==> src/design/plmc_pkg.sv <==
package plmc_pkg;

   // ==========================================================
   // Register offsets (16-bit registers, word index)
   localparam logic [7:0] BASIC_CTRL_OFS   = 8'h00;
   localparam logic [7:0] BASIC_STAT_OFS   = 8'h01;
   localparam logic [7:0] ADVERT_OFS       = 8'h04;
   localparam logic [7:0] PARTNER_ABIL_OFS = 8'h05;
   localparam logic [7:0] EXPANSION_OFS    = 8'h06;
   localparam logic [7:0] GIG_CTRL_OFS     = 8'h09;
   localparam logic [7:0] GIG_STAT_OFS     = 8'h0a;
   localparam logic [7:0] DIAG_OFS         = 8'h24;
   localparam logic [7:0] LINK_MODE_OFS    = 8'h30;
   localparam logic [7:0] FILTER_BASE_OFS  = 8'h40;

   // ==========================================================
   // Basic control fields
   localparam int CTRL_SPEED_LSB_BIT = 13;
   localparam int CTRL_AN_EN_BIT     = 12;
   localparam int CTRL_AN_RESTART    = 9;
   localparam int CTRL_DUPLEX_BIT    = 8;
   localparam int CTRL_SPEED_MSB_BIT = 6;
   localparam logic [15:0] BASIC_CTRL_RST = 16'h1140;
   localparam logic [15:0] ADVERT_RST     = 16'h01e1;
   localparam logic [15:0] GIG_CTRL_RST   = 16'h0300;

   // Diagnostic fields
   localparam int DIAG_START_BIT = 15;
   localparam int DIAG_PAIR_LSB  = 12;
   localparam int DIAG_STAT_LSB  = 8;

   // ==========================================================
   // Emission filter tables
   localparam int FILTER_WORDS = 16;
   localparam logic [15:0] FILTER_ON [0:6] = '{16'h0001, 16'h0e03, 16'h3020,
      16'h2e36, 16'h0b1c, 16'h7e01, 16'h7f7e};
   localparam logic [15:0] FILTER_OFF [0:3] = '{16'h0000, 16'h1f0f, 16'h1f1f,
      16'h0010};

   // ==========================================================
   // Timing
   localparam int CLK_MHZ         = 125;
   localparam int DIAG_TIME_MS    = 250;
   localparam int DIAG_CYCLES     = DIAG_TIME_MS * CLK_MHZ * 1000;
   localparam int LINK_DOWN_CYCLES = 16;

   typedef enum logic [2:0] {
      PLMC_M_NONE   = 3'h0,
      PLMC_M_10HD   = 3'h1,
      PLMC_M_10FD   = 3'h2,
      PLMC_M_100HD  = 3'h3,
      PLMC_M_100FD  = 3'h4,
      PLMC_M_1000FD = 3'h5
   } plmc_mode_t;

   typedef enum logic [1:0] {
      PLMC_ST_DOWN  = 2'b00,
      PLMC_ST_MS    = 2'b01,
      PLMC_ST_UP    = 2'b11,
      PLMC_ST_DROP  = 2'b10
   } plmc_state_t;

   // Partner abilities as seen on the line
   typedef struct packed {
      logic       negotiating;
      logic       fixed_signal;
      logic       fixed_100;
      logic [4:0] abil;        // 1000FD,100FD,100HD,10FD,10HD
      logic       wants_master;
   } plmc_partner_t;

   typedef struct packed {
      logic       start;
      logic [1:0] pair;
   } plmc_diag_req_t;

endpackage

==> src/design/plmc_link_mode.sv <==
// Design decisions made here: the plain strobed port and the register offsets.
`timescale 1ns/1ns
module plmc_link_mode
   import plmc_pkg::*;
#(
   parameter int DIAG_CYC = DIAG_CYCLES
) (
   input  wire logic          ref_clk,
   input  wire logic          rst,
   input  wire logic [7:0]    reg_addr,
   input  wire logic [15:0]   reg_wdata,
   input  wire logic          reg_wr,
   input  wire logic          reg_rd,
   output logic      [15:0]   reg_rdata,
   input  wire logic          emission_filter_strap,
   input  wire logic          fast_linkup_strap,
   input  wire logic          fixed_speed_strap,
   input  wire logic          crossover_strap,
   input  wire plmc_partner_t partner_in,
   input  wire logic          diag_done,
   input  wire logic [1:0]    diag_result,
   input  wire logic [7:0]    diag_distance,
   output plmc_diag_req_t     diag_req,
   output logic               link_up,
   output plmc_mode_t         link_mode,
   output logic               is_master,
   output logic               auto_crossover_en,
   output logic               transmit_pair
);

   // ==========================================================
   // Input synchronisers
   logic [3:0]    strap_s1_reg, strap_s2_reg;
   plmc_partner_t part_s1_reg, part_s2_reg;
   logic [10:0]   diag_s1_reg, diag_s2_reg;
   always_ff @(posedge ref_clk) begin
      strap_s1_reg <= {emission_filter_strap, fast_linkup_strap, fixed_speed_strap,
                       crossover_strap};
      strap_s2_reg <= strap_s1_reg;
      part_s1_reg  <= partner_in;
      part_s2_reg  <= part_s1_reg;
      diag_s1_reg  <= {diag_done, diag_result, diag_distance};
      diag_s2_reg  <= diag_s1_reg;
   end

   // ==========================================================
   // Strap capture at reset release
   logic       rst_d_reg;
   logic       filt_en_reg, fast_reg, fix100_reg, xover_reg;
   always_ff @(posedge ref_clk) begin
      rst_d_reg <= rst;
      if (rst_d_reg && !rst) begin
         filt_en_reg <= strap_s2_reg[3];
         fast_reg    <= strap_s2_reg[2];
         fix100_reg  <= strap_s2_reg[1];
         xover_reg   <= strap_s2_reg[0];
      end
   end

   // ==========================================================
   // Control registers
   logic [15:0] ctrl_reg, adv_reg, gctl_reg;
   logic [15:0] lpa_reg, exp_reg, gstat_reg;
   logic [15:0] filt_reg [FILTER_WORDS];
   logic        restart_pulse, speed_chg;
   wire  [1:0]  spd_wr = {reg_wdata[CTRL_SPEED_MSB_BIT], reg_wdata[CTRL_SPEED_LSB_BIT]};
   wire  [1:0]  spd_cur = {ctrl_reg[CTRL_SPEED_MSB_BIT], ctrl_reg[CTRL_SPEED_LSB_BIT]};
   wire         ctrl_wr = reg_wr && reg_addr == BASIC_CTRL_OFS;
   assign restart_pulse = ctrl_wr && reg_wdata[CTRL_AN_RESTART];
   assign speed_chg     = ctrl_wr && spd_wr != spd_cur;

   always_ff @(posedge ref_clk) begin
      if (rst) begin
         ctrl_reg <= BASIC_CTRL_RST;
         adv_reg  <= ADVERT_RST;
         gctl_reg <= GIG_CTRL_RST;
      end else if (reg_wr) begin
         if (ctrl_wr)
            ctrl_reg <= reg_wdata & ~(16'h0001 << CTRL_AN_RESTART);
         if (reg_addr == ADVERT_OFS)
            adv_reg <= reg_wdata;
         if (reg_addr == GIG_CTRL_OFS)
            gctl_reg <= reg_wdata;
      end
   end

   // Filter words load their strap table one cycle after reset release
   genvar gi;
   for (gi = 0; gi < FILTER_WORDS; gi++) begin : g_filt
      logic [15:0] on_val, off_val;
      // Words past the end of each table read as zero
      if (gi < $size(FILTER_ON)) begin : g_on
         assign on_val = FILTER_ON[gi];
      end else begin : g_on_zero
         assign on_val = 16'h0000;
      end
      if (gi < $size(FILTER_OFF)) begin : g_off
         assign off_val = FILTER_OFF[gi];
      end else begin : g_off_zero
         assign off_val = 16'h0000;
      end
      always_ff @(posedge ref_clk) begin
         if (rst_d_reg && !rst) begin
            if (strap_s2_reg[3])
               filt_reg[gi] <= on_val;
            else
               filt_reg[gi] <= off_val;
         end else if (reg_wr && reg_addr == FILTER_BASE_OFS + 8'(gi)) begin
            filt_reg[gi] <= reg_wdata;
         end
      end
   end

   // ==========================================================
   // Mode resolution
   logic [4:0]  own_abil;
   logic [4:0]  common;
   plmc_mode_t  best_an, forced_mode, pd_mode, target;
   logic        an_active;

   assign own_abil = {gctl_reg[9], adv_reg[8], adv_reg[7], adv_reg[6], adv_reg[5]};
   assign common   = own_abil & part_s2_reg.abil;
   // Fast link-up forces negotiation off regardless of the register
   assign an_active = ctrl_reg[CTRL_AN_EN_BIT] && !fast_reg;

   always_comb begin
      best_an = PLMC_M_NONE;
      if (common[4])      best_an = PLMC_M_1000FD;
      else if (common[3]) best_an = PLMC_M_100FD;
      else if (common[2]) best_an = PLMC_M_100HD;
      else if (common[1]) best_an = PLMC_M_10FD;
      else if (common[0]) best_an = PLMC_M_10HD;
   end

   always_comb begin
      // Speed 10 selects 1000, which cannot be forced: fall back to 100
      unique case (spd_cur)
         2'b00:   forced_mode = ctrl_reg[CTRL_DUPLEX_BIT] ? PLMC_M_10FD : PLMC_M_10HD;
         default: forced_mode = ctrl_reg[CTRL_DUPLEX_BIT] ? PLMC_M_100FD : PLMC_M_100HD;
      endcase
      if (fast_reg && fix100_reg && spd_cur != 2'b00)
         forced_mode = PLMC_M_100FD;
   end

   // Parallel detect only sees half-duplex 10 or 100 line signals
   assign pd_mode = part_s2_reg.fixed_100 ? PLMC_M_100HD : PLMC_M_10HD;

   always_comb begin
      target = PLMC_M_NONE;
      if (an_active) begin
         if (part_s2_reg.negotiating)
            target = best_an;
         else if (part_s2_reg.fixed_signal)
            target = pd_mode;
      end else if (part_s2_reg.negotiating || part_s2_reg.fixed_signal) begin
         target = forced_mode;
      end
   end

   // ==========================================================
   // Link state machine
   plmc_state_t state_reg;
   logic [4:0]  drop_cnt_reg;
   logic        link_seen;
   assign link_seen = part_s2_reg.negotiating || part_s2_reg.fixed_signal;

   // Held one cycle past reset so the freshly captured straps steer the first decision
   always_ff @(posedge ref_clk) begin
      if (rst || rst_d_reg) begin
         state_reg    <= PLMC_ST_DOWN;
         link_mode    <= PLMC_M_NONE;
         is_master    <= 1'b0;
         drop_cnt_reg <= '0;
      end else begin
         unique case (state_reg)
            PLMC_ST_DOWN: begin
               if (target != PLMC_M_NONE)
                  state_reg <= (target == PLMC_M_1000FD) ? PLMC_ST_MS : PLMC_ST_UP;
               link_mode <= target;
            end
            PLMC_ST_MS: begin
               // Master/slave settles before gigabit link comes up
               is_master <= gctl_reg[12] ? gctl_reg[11] : !part_s2_reg.wants_master;
               state_reg <= PLMC_ST_UP;
            end
            PLMC_ST_UP: begin
               if (speed_chg || restart_pulse || !link_seen) begin
                  state_reg    <= PLMC_ST_DROP;
                  drop_cnt_reg <= 5'(LINK_DOWN_CYCLES);
               end
            end
            PLMC_ST_DROP: begin
               link_mode <= PLMC_M_NONE;
               if (drop_cnt_reg == 5'd0)
                  state_reg <= PLMC_ST_DOWN;
               else
                  drop_cnt_reg <= drop_cnt_reg - 5'd1;
            end
         endcase
      end
   end
   assign link_up = (state_reg == PLMC_ST_UP);
   assign auto_crossover_en = !fast_reg;
   assign transmit_pair     = fast_reg ? xover_reg : 1'b0;

   // ==========================================================
   // Status and partner records
   always_ff @(posedge ref_clk) begin
      if (rst) begin
         lpa_reg   <= '0;
         exp_reg   <= '0;
         gstat_reg <= '0;
      end else if (!rst_d_reg && state_reg != PLMC_ST_UP && state_reg != PLMC_ST_DROP &&
                   target != PLMC_M_NONE && an_active && part_s2_reg.negotiating) begin
         lpa_reg   <= {7'h00, part_s2_reg.abil[3:0], 5'h01};
         exp_reg   <= 16'h0001;
         gstat_reg <= {4'h0, part_s2_reg.abil[4], 11'h000};
      end
   end

   // ==========================================================
   // Cable diagnostics
   logic        diag_busy_reg;
   logic [1:0]  diag_pair_reg, diag_stat_reg;
   logic [7:0]  diag_dist_reg;
   logic [31:0] diag_cnt_reg;
   logic        done_d_reg;
   wire         done_rise = diag_s2_reg[10] && !done_d_reg;
   wire         diag_start = reg_wr && reg_addr == DIAG_OFS && reg_wdata[DIAG_START_BIT];

   always_ff @(posedge ref_clk) begin
      if (rst) begin
         diag_busy_reg <= 1'b0;
         diag_pair_reg <= 2'b00;
         diag_stat_reg <= 2'b00;
         diag_dist_reg <= 8'h00;
         diag_cnt_reg  <= '0;
         done_d_reg    <= 1'b0;
      end else begin
         done_d_reg <= diag_s2_reg[10];
         if (diag_start && !diag_busy_reg) begin
            diag_busy_reg <= 1'b1;
            diag_pair_reg <= reg_wdata[DIAG_PAIR_LSB +: 2];
            diag_cnt_reg  <= '0;
         end else if (diag_busy_reg) begin
            diag_cnt_reg <= diag_cnt_reg + 32'd1;
            if (done_rise) begin
               diag_busy_reg <= 1'b0;
               diag_stat_reg <= diag_s2_reg[9:8];
               diag_dist_reg <= diag_s2_reg[9] ^ diag_s2_reg[8] ? diag_s2_reg[7:0] : 8'h00;
            end else if (diag_cnt_reg >= 32'(DIAG_CYC - 1)) begin
               diag_busy_reg <= 1'b0;
               diag_stat_reg <= 2'b11;
               diag_dist_reg <= 8'h00;
            end
         end
      end
   end
   assign diag_req.start = diag_busy_reg;
   assign diag_req.pair  = diag_pair_reg;

   // ==========================================================
   // Read port
   always_ff @(posedge ref_clk) begin
      if (rst) begin
         reg_rdata <= '0;
      end else if (reg_rd) begin
         reg_rdata <= 16'h0000;
         if (reg_addr == BASIC_CTRL_OFS)   reg_rdata <= ctrl_reg;
         if (reg_addr == BASIC_STAT_OFS)   reg_rdata <= {13'h0000, link_up, 2'b00};
         if (reg_addr == ADVERT_OFS)       reg_rdata <= adv_reg;
         if (reg_addr == PARTNER_ABIL_OFS) reg_rdata <= lpa_reg;
         if (reg_addr == EXPANSION_OFS)    reg_rdata <= exp_reg;
         if (reg_addr == GIG_CTRL_OFS)     reg_rdata <= gctl_reg;
         if (reg_addr == GIG_STAT_OFS)     reg_rdata <= gstat_reg;
         if (reg_addr == DIAG_OFS)
            reg_rdata <= {diag_busy_reg, 1'b0, diag_pair_reg, 2'b00, diag_stat_reg,
                          diag_dist_reg};
         if (reg_addr == LINK_MODE_OFS)
            reg_rdata <= {8'h00, fast_reg, filt_en_reg, is_master, 2'b00, link_mode};
         if (reg_addr >= FILTER_BASE_OFS && reg_addr < FILTER_BASE_OFS + 8'(FILTER_WORDS))
            reg_rdata <= filt_reg[4'(reg_addr - FILTER_BASE_OFS)];
      end else begin
         reg_rdata <= 16'h0000;
      end
   end
endmodule // plmc_link_mode

==> config.mk <==
export PLATFORM = sky130hd
export DESIGN_NAME = plmc_link_mode
export DESIGN_NICKNAME = d
export VERILOG_FILES = /design/src/design/plmc_pkg.sv /design/src/design/plmc_link_mode.sv
export SDC_FILE = /design/constraint.sdc
export NUM_CORES = 1
export LEC_CHECK = 0
export BUFFER_PORTS_ARGS = -buffer_cell sky130_fd_sc_hd__buf_2
export CAP_MARGIN = 20
export CORE_ASPECT_RATIO = 2
export CORE_MARGIN = 2
export CORE_UTILIZATION = 55
export DETAILED_ROUTE_END_ITERATION = 16
export PLACE_DENSITY = 0.71
export SLEW_MARGIN = 20
export SYNTH_ARGS = -nofsm -noshare
export SYNTH_HDL_FRONTEND = slang
export SYNTH_SLANG_ARGS = --single-unit
==> constraint.sdc <==
create_clock -name ref_clk -period 3.3 [get_ports ref_clk]
set_input_delay 0.495 -clock ref_clk [delete_from_list [all_inputs] [get_ports ref_clk]]
set_output_delay 0.495 -clock ref_clk [all_outputs]
set_load 0.02 [all_outputs]
* Word-level counts from Yosys, hierarchy flattened
Memory sizes are Yosys's and may differ from the RTL's. Index checks and enable logic that the tools add are counted.
Word-level totals: bits in registers 180, memory bits (writable) 256, output and inout bits 26, memories kept 1
Cells by class: add/sub/neg operators 3, order comparisons 3, equal/unequal tests 35, muxes and demuxes 130, bitwise operators 36, reduce and logical (&&, ||, !) cells 61
Memories:
- filt_reg | depth 16, width 16, read ports 1, clocked after memory_dff 0, wr ports 16, RTL line plmc_link_mode.sv:64 | logic [15:0] filt_reg [FILTER_WORDS];
Operator list (count):
- $mux W16 | 42
- $eq A8 B7 Y1 const B | 16
- $mux W1 | 61
- $logic_and A1 B1 Y1 | 33
- $add A32 B1 Y32 const B | 1
- $ge A32 B25 Y1 const B | 1
- $or A1 B1 Y1 | 32
- $eq A8 B3 Y1 const B | 3
- $mux W3 | 8
- $mux W8 | 3
- $mux W2 | 11
- $eq A8 B4 Y1 const B | 2
- $eq A8 B6 Y1 const B | 2
- $mux W5 | 2
- $ne A2 B2 Y1 const B | 5
- $pmux W5 S2 | 1
- $reduce_and A3 Y1 | 3
- $eq A8 B1 Y1 const B | 1
- $ge A8 B7 Y1 const B | 1
- $logic_not A8 Y1 | 1
- $lt A8 B7 Y1 const B | 1
- $pmux W2 S4 | 1
- $reduce_bool A2 Y1 | 4
- $logic_not A1 Y1 | 7
- other kinds (17) | 26

* Logic depth before layout (Yosys ltp)
Gate-level depths: netlist of the first run.
word-level depth 12, mapped depth 10, depth with buffers taken out 8

* Worst setup path before layout of the first run
OpenSTA, ideal clock, no wires.
kind input -> register, from input port reg_addr[0], to memory filt_reg[13][0] (enable), setup time 411 ps, arrival 2766 ps, setup slack 123 ps, stages 7, path through buf_6 -> buf_6 -> buf_2 -> buf_2 -> nand2_1 -> clkbuf_1 -> o21ai_0
RTL lines:
- from (decl) | RTL line plmc_link_mode.sv:10 | input wire logic [7:0] reg_addr,
- to (decl) | RTL line plmc_link_mode.sv:64

==> impl_metrics.ini, run 1 <==
[grt]
grt_max_degree = 75
gr-total-overflow = 0
grt_pass1_wl_um = 74470
antenna_found_initial = 1
grt_usage_pct = 28.40
grt_pass1_vias = 13170

[drt]
routed.top_layer = met4
via_per_inst = 6.047
vias = 12510
first_iter_violations = 1052
wl_per_cell_um = 23.63
drt_wl_total_um = 48890
ant_nets = 0
drtPass1Iterations = 6
met1Wirelength_um = 15000
dr_wl_met2_um = 26860
drc = 0
wl_met3_um = 2594

[final_layout]
largest_register_ffs = 256
fin_util_pct = 63.09
nFillCells = 2560
drive_gt1_share_pct = 18.95
num-nets-final = 1664
area_delta_synth_final_pct = 12.67

[pwr]
powerDensity_nw_per_um2 = 517.5
p_total_mw = 10.75
leakagePower_nw = 8.005
ir_drop_uv = 448.1

[critical_path]
cpMostUsedCell = buf_4
slowest_stage = dfxtp_1
cp.arrival_ps = 2650
cp-start-kind = flop
cp-endpoint = filt_reg[10][4]
worst_setup_path_end_kind = flop
cp.required_ps = 3540
crit_path_max_incr_delay_ps = 390
r2r_slack_ps = 890
path_cells = nand2b_1, buf_4, nand4_1, buf_4, nor2_1, inv_1, nand2_1, buf_12
r2r_end = filt_reg[10][4]
r2r_start = rst_d_reg
crit_start = rst_d_reg
crit_fanout = 20
path_class = reg2reg
rr_worst_depth = 8

[clocking]
cts_setup_buffers = 0
cts.sinks = 435
tritoncts = done
path_clk_slew_ps = 70
clockBufferDepth = 3
postCtsResizedCells = 0
insertion_delay_ps = 550
root_buffer = clkbuf_16
cts_hold_buf = 0
cts-buffers-inserted = 37
cts_max_level = 2

[sta]
setup_viol = 0
finalCritPeriodShare_pct = 73.04
worst_pin_slew_ps = 807.7
totalNegativeSetupSlack_ps = 0
drv_slew = 0
hold_viol = 0
maxSlewHeadroom_pct = 45.96
skew_ps = 21.80
finalWorstSetupSlack_ps = 889.8
grt_setup_unrepaired = no
fmax_mhz = 414.9
period_minus_slack_ps = 2410

[yosys]
syn_area_um2 = 18440
ys_ff_latch = 435
synth_top_area_share_pct = 42.34
synthArstFlopShare_pct = 0
netlist_top_cells_area = edfxtp_1 (42%), dfxtp_1 (19%), mux4_2 (9.8%), nor2_1 (4.2%), and2_1 (3.9%)
yosysSeqAreaShare_pct = 61.34
postSynthAreaPerCell_um2 = 12.09
yosysTopAreaCell = edfxtp_1
ys_types = 66
synth_edf_count = 260
synthesis.nets = 1581
syn_inst = 1525
synth_ff_type = edfxtp_1
yosys_warnings = 0

[worst_hold_path]
hold_path_class = in2reg

[floorplan]
die_w_um = 133.5
initial_utilization_pct = 55.99
core_um2 = 32930
chipHeight_um = 262.9
rows = 94
ios = 78
die-area_um2 = 35090

[placed_design]
routabilityCongestion = 0.9781
hpwl_um = 35810
portBuffers = 77
pre_cts_slack_ps = 479.3

[run]
drv_cap = 0

[outcome]
status = completed
-- where the power goes --
| part | total [mW] | internal, mW | switching (mW) |
|---|---|---|---|
| Clock | 4.31 | 2.35 | 1.96 |
| Sequential | 5.86 | 5.81 | 0.0431 |
| Combinational | 0.586 | 0.197 | 0.389 |
| Total | 10.8 | 8.36 | 2.39 |
-- how the worst min path moves through the flow --
stage                                from               to  slack, ps  cells past startpoint
final                       partner_in[6]   part_s1_reg[6]         50                      1
after global routing        partner_in[0]   part_s1_reg[0]         30                      1
after CTS                   partner_in[6]   part_s1_reg[6]         30                      1
after detailed placement   part_s1_reg[5]   part_s2_reg[5]        310                      0
after global placement    strap_s1_reg[0]  strap_s2_reg[0]        310                      0
after floorplan            diag_s1_reg[0]   diag_s2_reg[0]        310                      0
-- cells by family after synthesis --
kind of cell	count (synthesis)	synth area share (%)
AND/OR/NAND/NOR	666	17.60
flip-flops	435	61.34
AO/OA/AOI/OAI	159	5.591
buffers and inverters	132	3.013
multiplexers	92	10.42
XOR/XNOR	37	1.757
adder cells (fa/ha/maj)	4	0.2714
-- cells in the final DEF, fill, tap and decap left out, drive strengths merged, types with 3 or more instances in the layout --
master / netlist / routed
a31oi: 7 / 7
mux2i: 12 / 12
nand2: 162 / 162
o21ai: 28 / 28
mux4: 80 / 80
clkinv: 1 / 13
and2: 115 / 115
nor2b: 11 / 11
xor2: 23 / 23
clkbuf: 78 / 50
and3: 28 / 28
a22oi: 4 / 4
ha: 4 / 4
inv: 19 / 22
a21oi: 64 / 64
nand3: 32 / 32
nand3b: 10 / 10
nand2b: 17 / 17
a21o: 14 / 14
nor2: 208 / 208
edfxtp: 260 / 260
nor4: 9 / 9
a222oi: 10 / 10
nor3: 36 / 36
a221o: 3 / 3
dfxtp: 175 / 175
o22ai: 5 / 5
xnor2: 14 / 14
or3: 10 / 10
buf: 34 / 156
or2: 4 / 4
nand4: 14 / 14
a221oi: 4 / 4
-- cell type report --
type	count	area [um2]	share of cell area, %
Antenna cell	1	2.502	0.01205
Clock buffer	50	1057	5.089
Clock inverter	17	118.9	0.5722
Inverter	20	75.07	0.3614
Multi-Input combinational cell	958	6586	31.70
Sequential cell	435	11310	54.44
Tap cell	432	540.5	2.602
Timing Repair Buffer	156	1084	5.216
-- worst max-delay path: cells and delay by family (launching register included) --
family                 cells  cell delay [ps]
and+or+nand+nor            4              820
buffers and inverters      4              870
DFF                        1              390
-- stage by stage --
stage,cells,instance area [um2],hold WS [ps]
after floorplan,1525,18440,309.6
after CTS,2068,20770,30.17
final,2069,20770,45.88
after global placement,2001,19600,312.2
after detailed placement,2001,19600,313.2
after global routing,2069,20770,32.77
-- routing by layer --
metal	track usage, %	vias up
met5	0	-
met4	22.34	0
met3	3.800	200
met2	52.70	535
met1	27.63	6162
li1	-	5615
-- synthesized netlist by cell type, types with 3 or more instances --
| cell type | instances |
|---|---|
| nand3b_1 | 10 |
| a221o_1 | 3 |
| nor2b_1 | 11 |
| nand2b_1 | 17 |
| a21oi_1 | 63 |
| a222oi_1 | 10 |
| or3_1 | 10 |
| a31oi_1 | 7 |
| nor2_1 | 206 |
| o21ai_0 | 28 |
| xnor2_1 | 14 |
| buf_6 | 3 |
| nand4_1 | 14 |
| nand3_1 | 31 |
| buf_2 | 24 |
| or2_2 | 4 |
| mux2i_1 | 12 |
| a22oi_1 | 4 |
| mux4_2 | 80 |
| dfxtp_1 | 175 |
| clkbuf_1 | 78 |
| ha_1 | 4 |
| edfxtp_1 | 260 |
| inv_1 | 19 |
| nor4_1 | 6 |
| a21o_1 | 14 |
| nor3_1 | 35 |
| o22ai_1 | 4 |
| and2_1 | 115 |
| xor2_1 | 23 |
| buf_1 | 5 |
| a221oi_1 | 4 |
| and3_1 | 28 |
| nand2_1 | 162 |
Note: power is estimated with default switching activity, not from simulation.
==> inputs of run 2 (changes only) <==
--- a/config.mk
+++ b/config.mk
@@ -5,13 +5,14 @@
 export SDC_FILE = /design/constraint.sdc
 export NUM_CORES = 1
 export LEC_CHECK = 0
+export ABC_AREA = 1
 export BUFFER_PORTS_ARGS = -buffer_cell sky130_fd_sc_hd__buf_2
 export CAP_MARGIN = 20
 export CORE_ASPECT_RATIO = 2
 export CORE_MARGIN = 2
 export CORE_UTILIZATION = 55
 export DETAILED_ROUTE_END_ITERATION = 16
-export PLACE_DENSITY = 0.71
+export PLACE_DENSITY = 0.68
 export SLEW_MARGIN = 20
 export SYNTH_ARGS = -nofsm -noshare
 export SYNTH_HDL_FRONTEND = slang
==> constraint.sdc (replaced) <==
create_clock -name ref_clk -period 2.4 [get_ports ref_clk]
set_input_delay 0.36 -clock ref_clk [delete_from_list [all_inputs] [get_ports ref_clk]]
set_output_delay 0.36 -clock ref_clk [all_outputs]
set_load 0.02 [all_outputs]
==> impl_metrics.ini, run 2 <==
[outcome]
status = completed

[sta]
drv_slew = 0
maxSlewHeadroom_pct = 48.65
grt_setup_unrepaired = no
hold_viol = 0
finalCritPeriodShare_pct = 87.02
period_minus_slack_ps = 2088
skew_ps = 14.17
setup_viol = 0
finalWorstSetupSlack_ps = 311.6
totalNegativeSetupSlack_ps = 0
fmax_mhz = 478.8
worst_pin_slew_ps = 765.5
holdWs_ps = 77.36

[grt]
grt_pass1_wl_um = 77290
grt_usage_pct = 29.74
grt_max_degree = 63
gr-total-overflow = 0
antenna_found_initial = 0
grt_pass1_vias = 14110

[critical_path]
path_cells = inv_1, nor2_2, inv_1, or2_2, nand2_1, o21ai_0
crit_fanout = 19
r2r_slack_ps = 310
crit_path_max_incr_delay_ps = 470
worst_setup_path_end_kind = flop
slowest_stage = or2_2
rr_worst_depth = 6
r2r_start = rst_d_reg
cp-start-kind = flop
cp.arrival_ps = 2360
cp.required_ps = 2670
path_class = reg2reg
cpMostUsedCell = inv_1
r2r_end = filt_reg[6][3]

[clocking]
clockBufferDepth = 3
root_buffer = clkbuf_16
path_clk_slew_ps = 70
cts-buffers-inserted = 37
tritoncts = done
insertion_delay_ps = 550
cts.sinks = 435
cts_max_level = 2

[pwr]
seq_power_share_pct = 52.8
powerDensity_nw_per_um2 = 736.4
p_total_mw = 15.42
leakagePower_nw = 8.405
internal-power_mw = 11.92
ir_drop_uv = 688.8
pwr-share-comb_pct = 6.3
clkPwrFrac_pct = 40.9
swShare_pct = 22.68
power.switching_mw = 3.498

[final_layout]
design_area_um2 = 20940
num-nets-final = 2062
area_delta_synth_final_pct = 16.37
multi_input_area_um2 = 5793
final_cell_mix = nand2_1 (390), nor2_1 (312), edfxtp_1 (260), dfxtp_1 (175), a22oi_1 (128)
layout.area.seq_um2 = 11310
nFillCells = 2623
antenna_cells = 0
final_common_cell = nand2_1
drive_gt1_share_pct = 13.42
largest_register_ffs = 256

[yosys]
synth_ff_type = edfxtp_1
synth_top_family_by_area = simple AND/OR/NAND/NOR gates
synth-simple-area-share_pct = 18.46
synthTopCellsByCount = nand2_1 (390), nor2_1 (313), edfxtp_1 (260)
synthArstFlopShare_pct = 0
syn_inst = 1867
postSynthAreaPerCell_um2 = 9.639
synth-adder-area-share_pct = 0.2781
ys_types = 43
yosysSeqAreaShare_pct = 62.85
netlist_top_cells_area = edfxtp_1 (43%), dfxtp_1 (19%), nand2_1 (8.1%), nor2_1 (6.5%), a22oi_1 (5.3%)
yosysTopAreaCell = edfxtp_1
yosysMostFrequentCell = nand2_1
yosys_warnings = 0
synth_compound_area_share_pct = 12.43
synth_edf_count = 260
synth_xor_area_share_pct = 0.9247
ys_ff_latch = 435
synthesis.nets = 1923
syn_area_um2 = 18000
synth_top_area_share_pct = 43.38
synthMuxAreaShare_pct = 0

[placed_design]
pre_cts_slack_ps = 56.13
routabilityCongestion = 0.9288
placed_cell_area_um2 = 19420
hpwl_um = 36960
portBuffers = 77

[drt]
drt_wl_total_um = 51060
drtPass1Iterations = 5
ant_nets = 0
first_iter_violations = 1028
drc = 0
vias = 14170
wl_per_cell_um = 20.74
via_per_inst = 5.754

[floorplan]
die_w_um = 131.9
core_um2 = 32230
die-area_um2 = 34270
rows = 93
initial_utilization_pct = 55.83
ios = 78
chipHeight_um = 259.8

[worst_hold_path]
hold_depth = 3
hold_path_class = in2reg
hold_path_startpoint = reg_wdata[12]
hold_end = ctrl_reg[12]

[run]
drv_cap = 0
-- run 2: cell count changes after synthesis, sizes merged, moves of 29 or more --
cell,delta
nand2,+229
a22oi,+124
and2,-115
nor2,+115
inv,+86
o21ai,+86
mux4,-80
nand3,+29
-- run 2: logic make-up after synthesis --
kind of cell | after synthesis
AND/OR/NAND/NOR | 819
flip-flops | 435
AO/OA/AOI/OAI | 366
buffers and inverters | 224
XOR/XNOR | 19
adder cells (fa/ha/maj) | 4
-- run 2: final cells by class --
type / count / area share (%)
timing repair buffer: 202 / 7.444
multi-input combinational: 1208 / 27.66
sequential: 435 / 54.01
inverter: 122 / 2.199
clock buffer: 46 / 5.132
tap: 427 / 2.551
clock inverter: 22 / 1.004
-- run 2: worst max-delay path by stage --
stage | from | end | slack, ps
global route | rst_d_reg | filt_reg[6][11] | 220
finish | rst_d_reg | filt_reg[6][3] | 310
CTS | rst_d_reg | filt_reg[6][3] | 300
floorplan | reg_addr[5] | filt_reg[8][0] | 10
global placement | reg_addr[1] | reg_rdata[8] | 80
detailed placement | reg_addr[1] | reg_rdata[8] | 60
-- run 2: what timing repair did --
item,CTS,global route
endpoints found under the hold margin,24,0
buffers inserted,0,0
hold buffers,24,0
resized for setup,0,0
-- run 2: per-layer routing --
layer,wire (um),GRT usage [%]
met1,16900,29.66
met2,27840,57.03
met3,2524,3.177
met4,3796,20.44
met5,0,0
-- run 2: worst max-delay path, delay by kind of cell (launching register included) --
family | cells | cell delay [ps]
buf+inv | 2 | 160
compound gates | 1 | 160
flops | 1 | 350
simple gates | 3 | 1120
-- run 2: power by group through the flow --
| stage | clock, mW | sequential [mW] | combinational, mW |
|---|---|---|---|
| finish | 6.31 | 8.14 | 0.976 |
| global route | 6.61 | 8.15 | 1.04 |
| CTS | 6.35 | 8.14 | 0.962 |
| detailed placement | 0 | 8.31 | 0.929 |
| global placement | 0 | 8.31 | 0.916 |
| floorplan | 0 | 8.29 | 0.503 |
-- run 2: metrics by stage --
| step | utilization (%) | instances |
|---|---|---|
| after CTS | 64.97 | 2462 |
| final | 64.97 | 2462 |
| after detailed placement | 60.24 | 2370 |
| after global placement | 60.24 | 2370 |
| after floorplan | - | 1867 |
| after global routing | 64.97 | 2462 |
==> inputs of run 3 (changes only) <==
--- a/config.mk
+++ b/config.mk
@@ -12,6 +12,7 @@
 export CORE_MARGIN = 2
 export CORE_UTILIZATION = 55
 export DETAILED_ROUTE_END_ITERATION = 16
+export GPL_TIMING_DRIVEN = 0
 export PLACE_DENSITY = 0.68
 export SLEW_MARGIN = 20
 export SYNTH_ARGS = -nofsm -noshare
==> impl_metrics.ini, run 3 (synthesis results as in run 2) <==
[pwr]
seq_power_share_pct = 53.1
swShare_pct = 23.20
leakagePower_nw = 8.129
p_total_mw = 15.33
powerDensity_nw_per_um2 = 744.1
power.switching_mw = 3.556
pwr-share-comb_pct = 6.2
ir_drop_uv = 686.1
internal-power_mw = 11.77
clkPwrFrac_pct = 40.6

[sta]
drv_slew = 0
period_minus_slack_ps = 2382
fmax_mhz = 419.8
finalWorstSetupSlack_ps = 18.05
finalCritPeriodShare_pct = 99.25
totalNegativeSetupSlack_ps = 0
grt_setup_unrepaired = yes
maxSlewHeadroom_pct = 36.57
skew_ps = 13.23
hold_viol = 0
holdWs_ps = 61.35
setup_viol = 0
worst_pin_slew_ps = 951.5

[critical_path]
r2r_start = rst_d_reg
path_class = reg2reg
crit_fanout = 16
rr_worst_depth = 7
r2r_slack_ps = 20
r2r_end = filt_reg[6][6]
cp.required_ps = 2580
cp.arrival_ps = 2560
cp-start-kind = flop
worst_setup_path_end_kind = flop

[grt]
grt_pass1_vias = 14700
grt_pass1_wl_um = 84940
grt_usage_pct = 33.57
gr-total-overflow = 0
grt_max_degree = 18
antenna_found_initial = 3

[drt]
ant_nets = 0
drt_wl_total_um = 57310
first_iter_violations = 1535
drc = 0
vias = 14480
via_per_inst = 5.873
wl_per_cell_um = 23.25
drtPass1Iterations = 6

[final_layout]
multi_input_area_um2 = 5922
final_cells = 2465
design_area_um2 = 20600
layout.area.seq_um2 = 11310
largest_register_ffs = 256
num-nets-final = 2065
nFillCells = 2716
fin_util_pct = 63.90
drive_gt1_share_pct = 11.83
final_cell_mix = nand2_1 (372), nor2_1 (313), edfxtp_1 (260), dfxtp_1 (175), a22oi_1 (128)
final_common_cell = nand2_1
area_delta_synth_final_pct = 14.45

[placed_design]
placed_cell_area_um2 = 18940
portBuffers = 77
routabilityCongestion = 0.9957
dpl.cell_count = 2372
pre_cts_slack_ps = -1382
hpwl_um = 42690

[clocking]
path_clk_slew_ps = 70
clockBufferDepth = 3
root_buffer = clkbuf_16
cts.sinks = 435
cts_max_level = 2
cts-buffers-inserted = 37
insertion_delay_ps = 550
tritoncts = done

[run]
drv_cap = 0

[floorplan]
die_w_um = 131.9
rows = 93
chipHeight_um = 259.8
initial_utilization_pct = 55.83
die-area_um2 = 34270
ios = 78
core_um2 = 32230

[worst_hold_path]
hold_end = ctrl_reg[8]
hold_path_startpoint = reg_wdata[8]
hold_depth = 3
hold_path_class = in2reg

[outcome]
status = completed
-- run 3: cell count changes in the layout (fill, tap and decap cells not counted), sizes merged --
cell	delta
buf	-55
clkbuf	+57
clkinv	-4
clkinvlp	+3
diode	+1
dlygate4sd3	+1
-- run 3: final cells by class --
class | count | area share [%]
antenna | 1 | 0.01215
inverter | 122 | 2.254
timing repair buffer | 104 | 3.177
multi-input combinational | 1208 | 28.75
clock inverter | 21 | 0.9538
clock buffer | 46 | 5.073
buffer | 101 | 2.266
sequential | 435 | 54.92
tap | 427 | 2.594
-- run 3: metal layers --
metal	track usage (%)	wire length (um)
met1	31.10	17680
met2	63.40	30820
met3	5.010	3374
met4	28.38	5434
met5	0	0
-- run 3: worst max path at each step --
stage	startpoint	to	slack (ps)	cells after the start
4_1_cts	rst_d_reg	filt_reg[6][5]	-30	8
3_5_place_dp	rst	filt_reg[4][5]	-1380	8
2_1_floorplan	reg_addr[5]	filt_reg[8][0]	10	5
6_report	rst_d_reg	filt_reg[6][6]	20	7
5_1_grt	rst_d_reg	filt_reg[6][4]	-30	6
3_3_place_gp	rst	filt_reg[4][5]	-1360	8
-- run 3: power groups by stage --
| stage | clock, mW | sequential (mW) | combinational (mW) |
|---|---|---|---|
| global route | 6.47 | 8.15 | 1.02 |
| global placement | 0 | 8.30 | 0.863 |
| floorplan | 0 | 8.29 | 0.503 |
| CTS | 6.23 | 8.14 | 0.925 |
| detailed placement | 0 | 8.31 | 0.878 |
| finish | 6.23 | 8.14 | 0.957 |
-- run 3: worst max-delay path: stages (launching register included) --
cell,delay [ps]
dfxtp_1,380
inv_1,90
nor2_4,290
nor2_1,140
buf_4,210
nand3_2,170
clkbuf_2,340
nand2_2,360
-- run 3: timing repair --
action	CTS	global route
hold buffers	25	0
gates cloned	0	0
endpoints found under the hold margin	25	0
gates resized for setup	32	17
buffers inserted	0	1
endpoints found under the setup margin	261	162
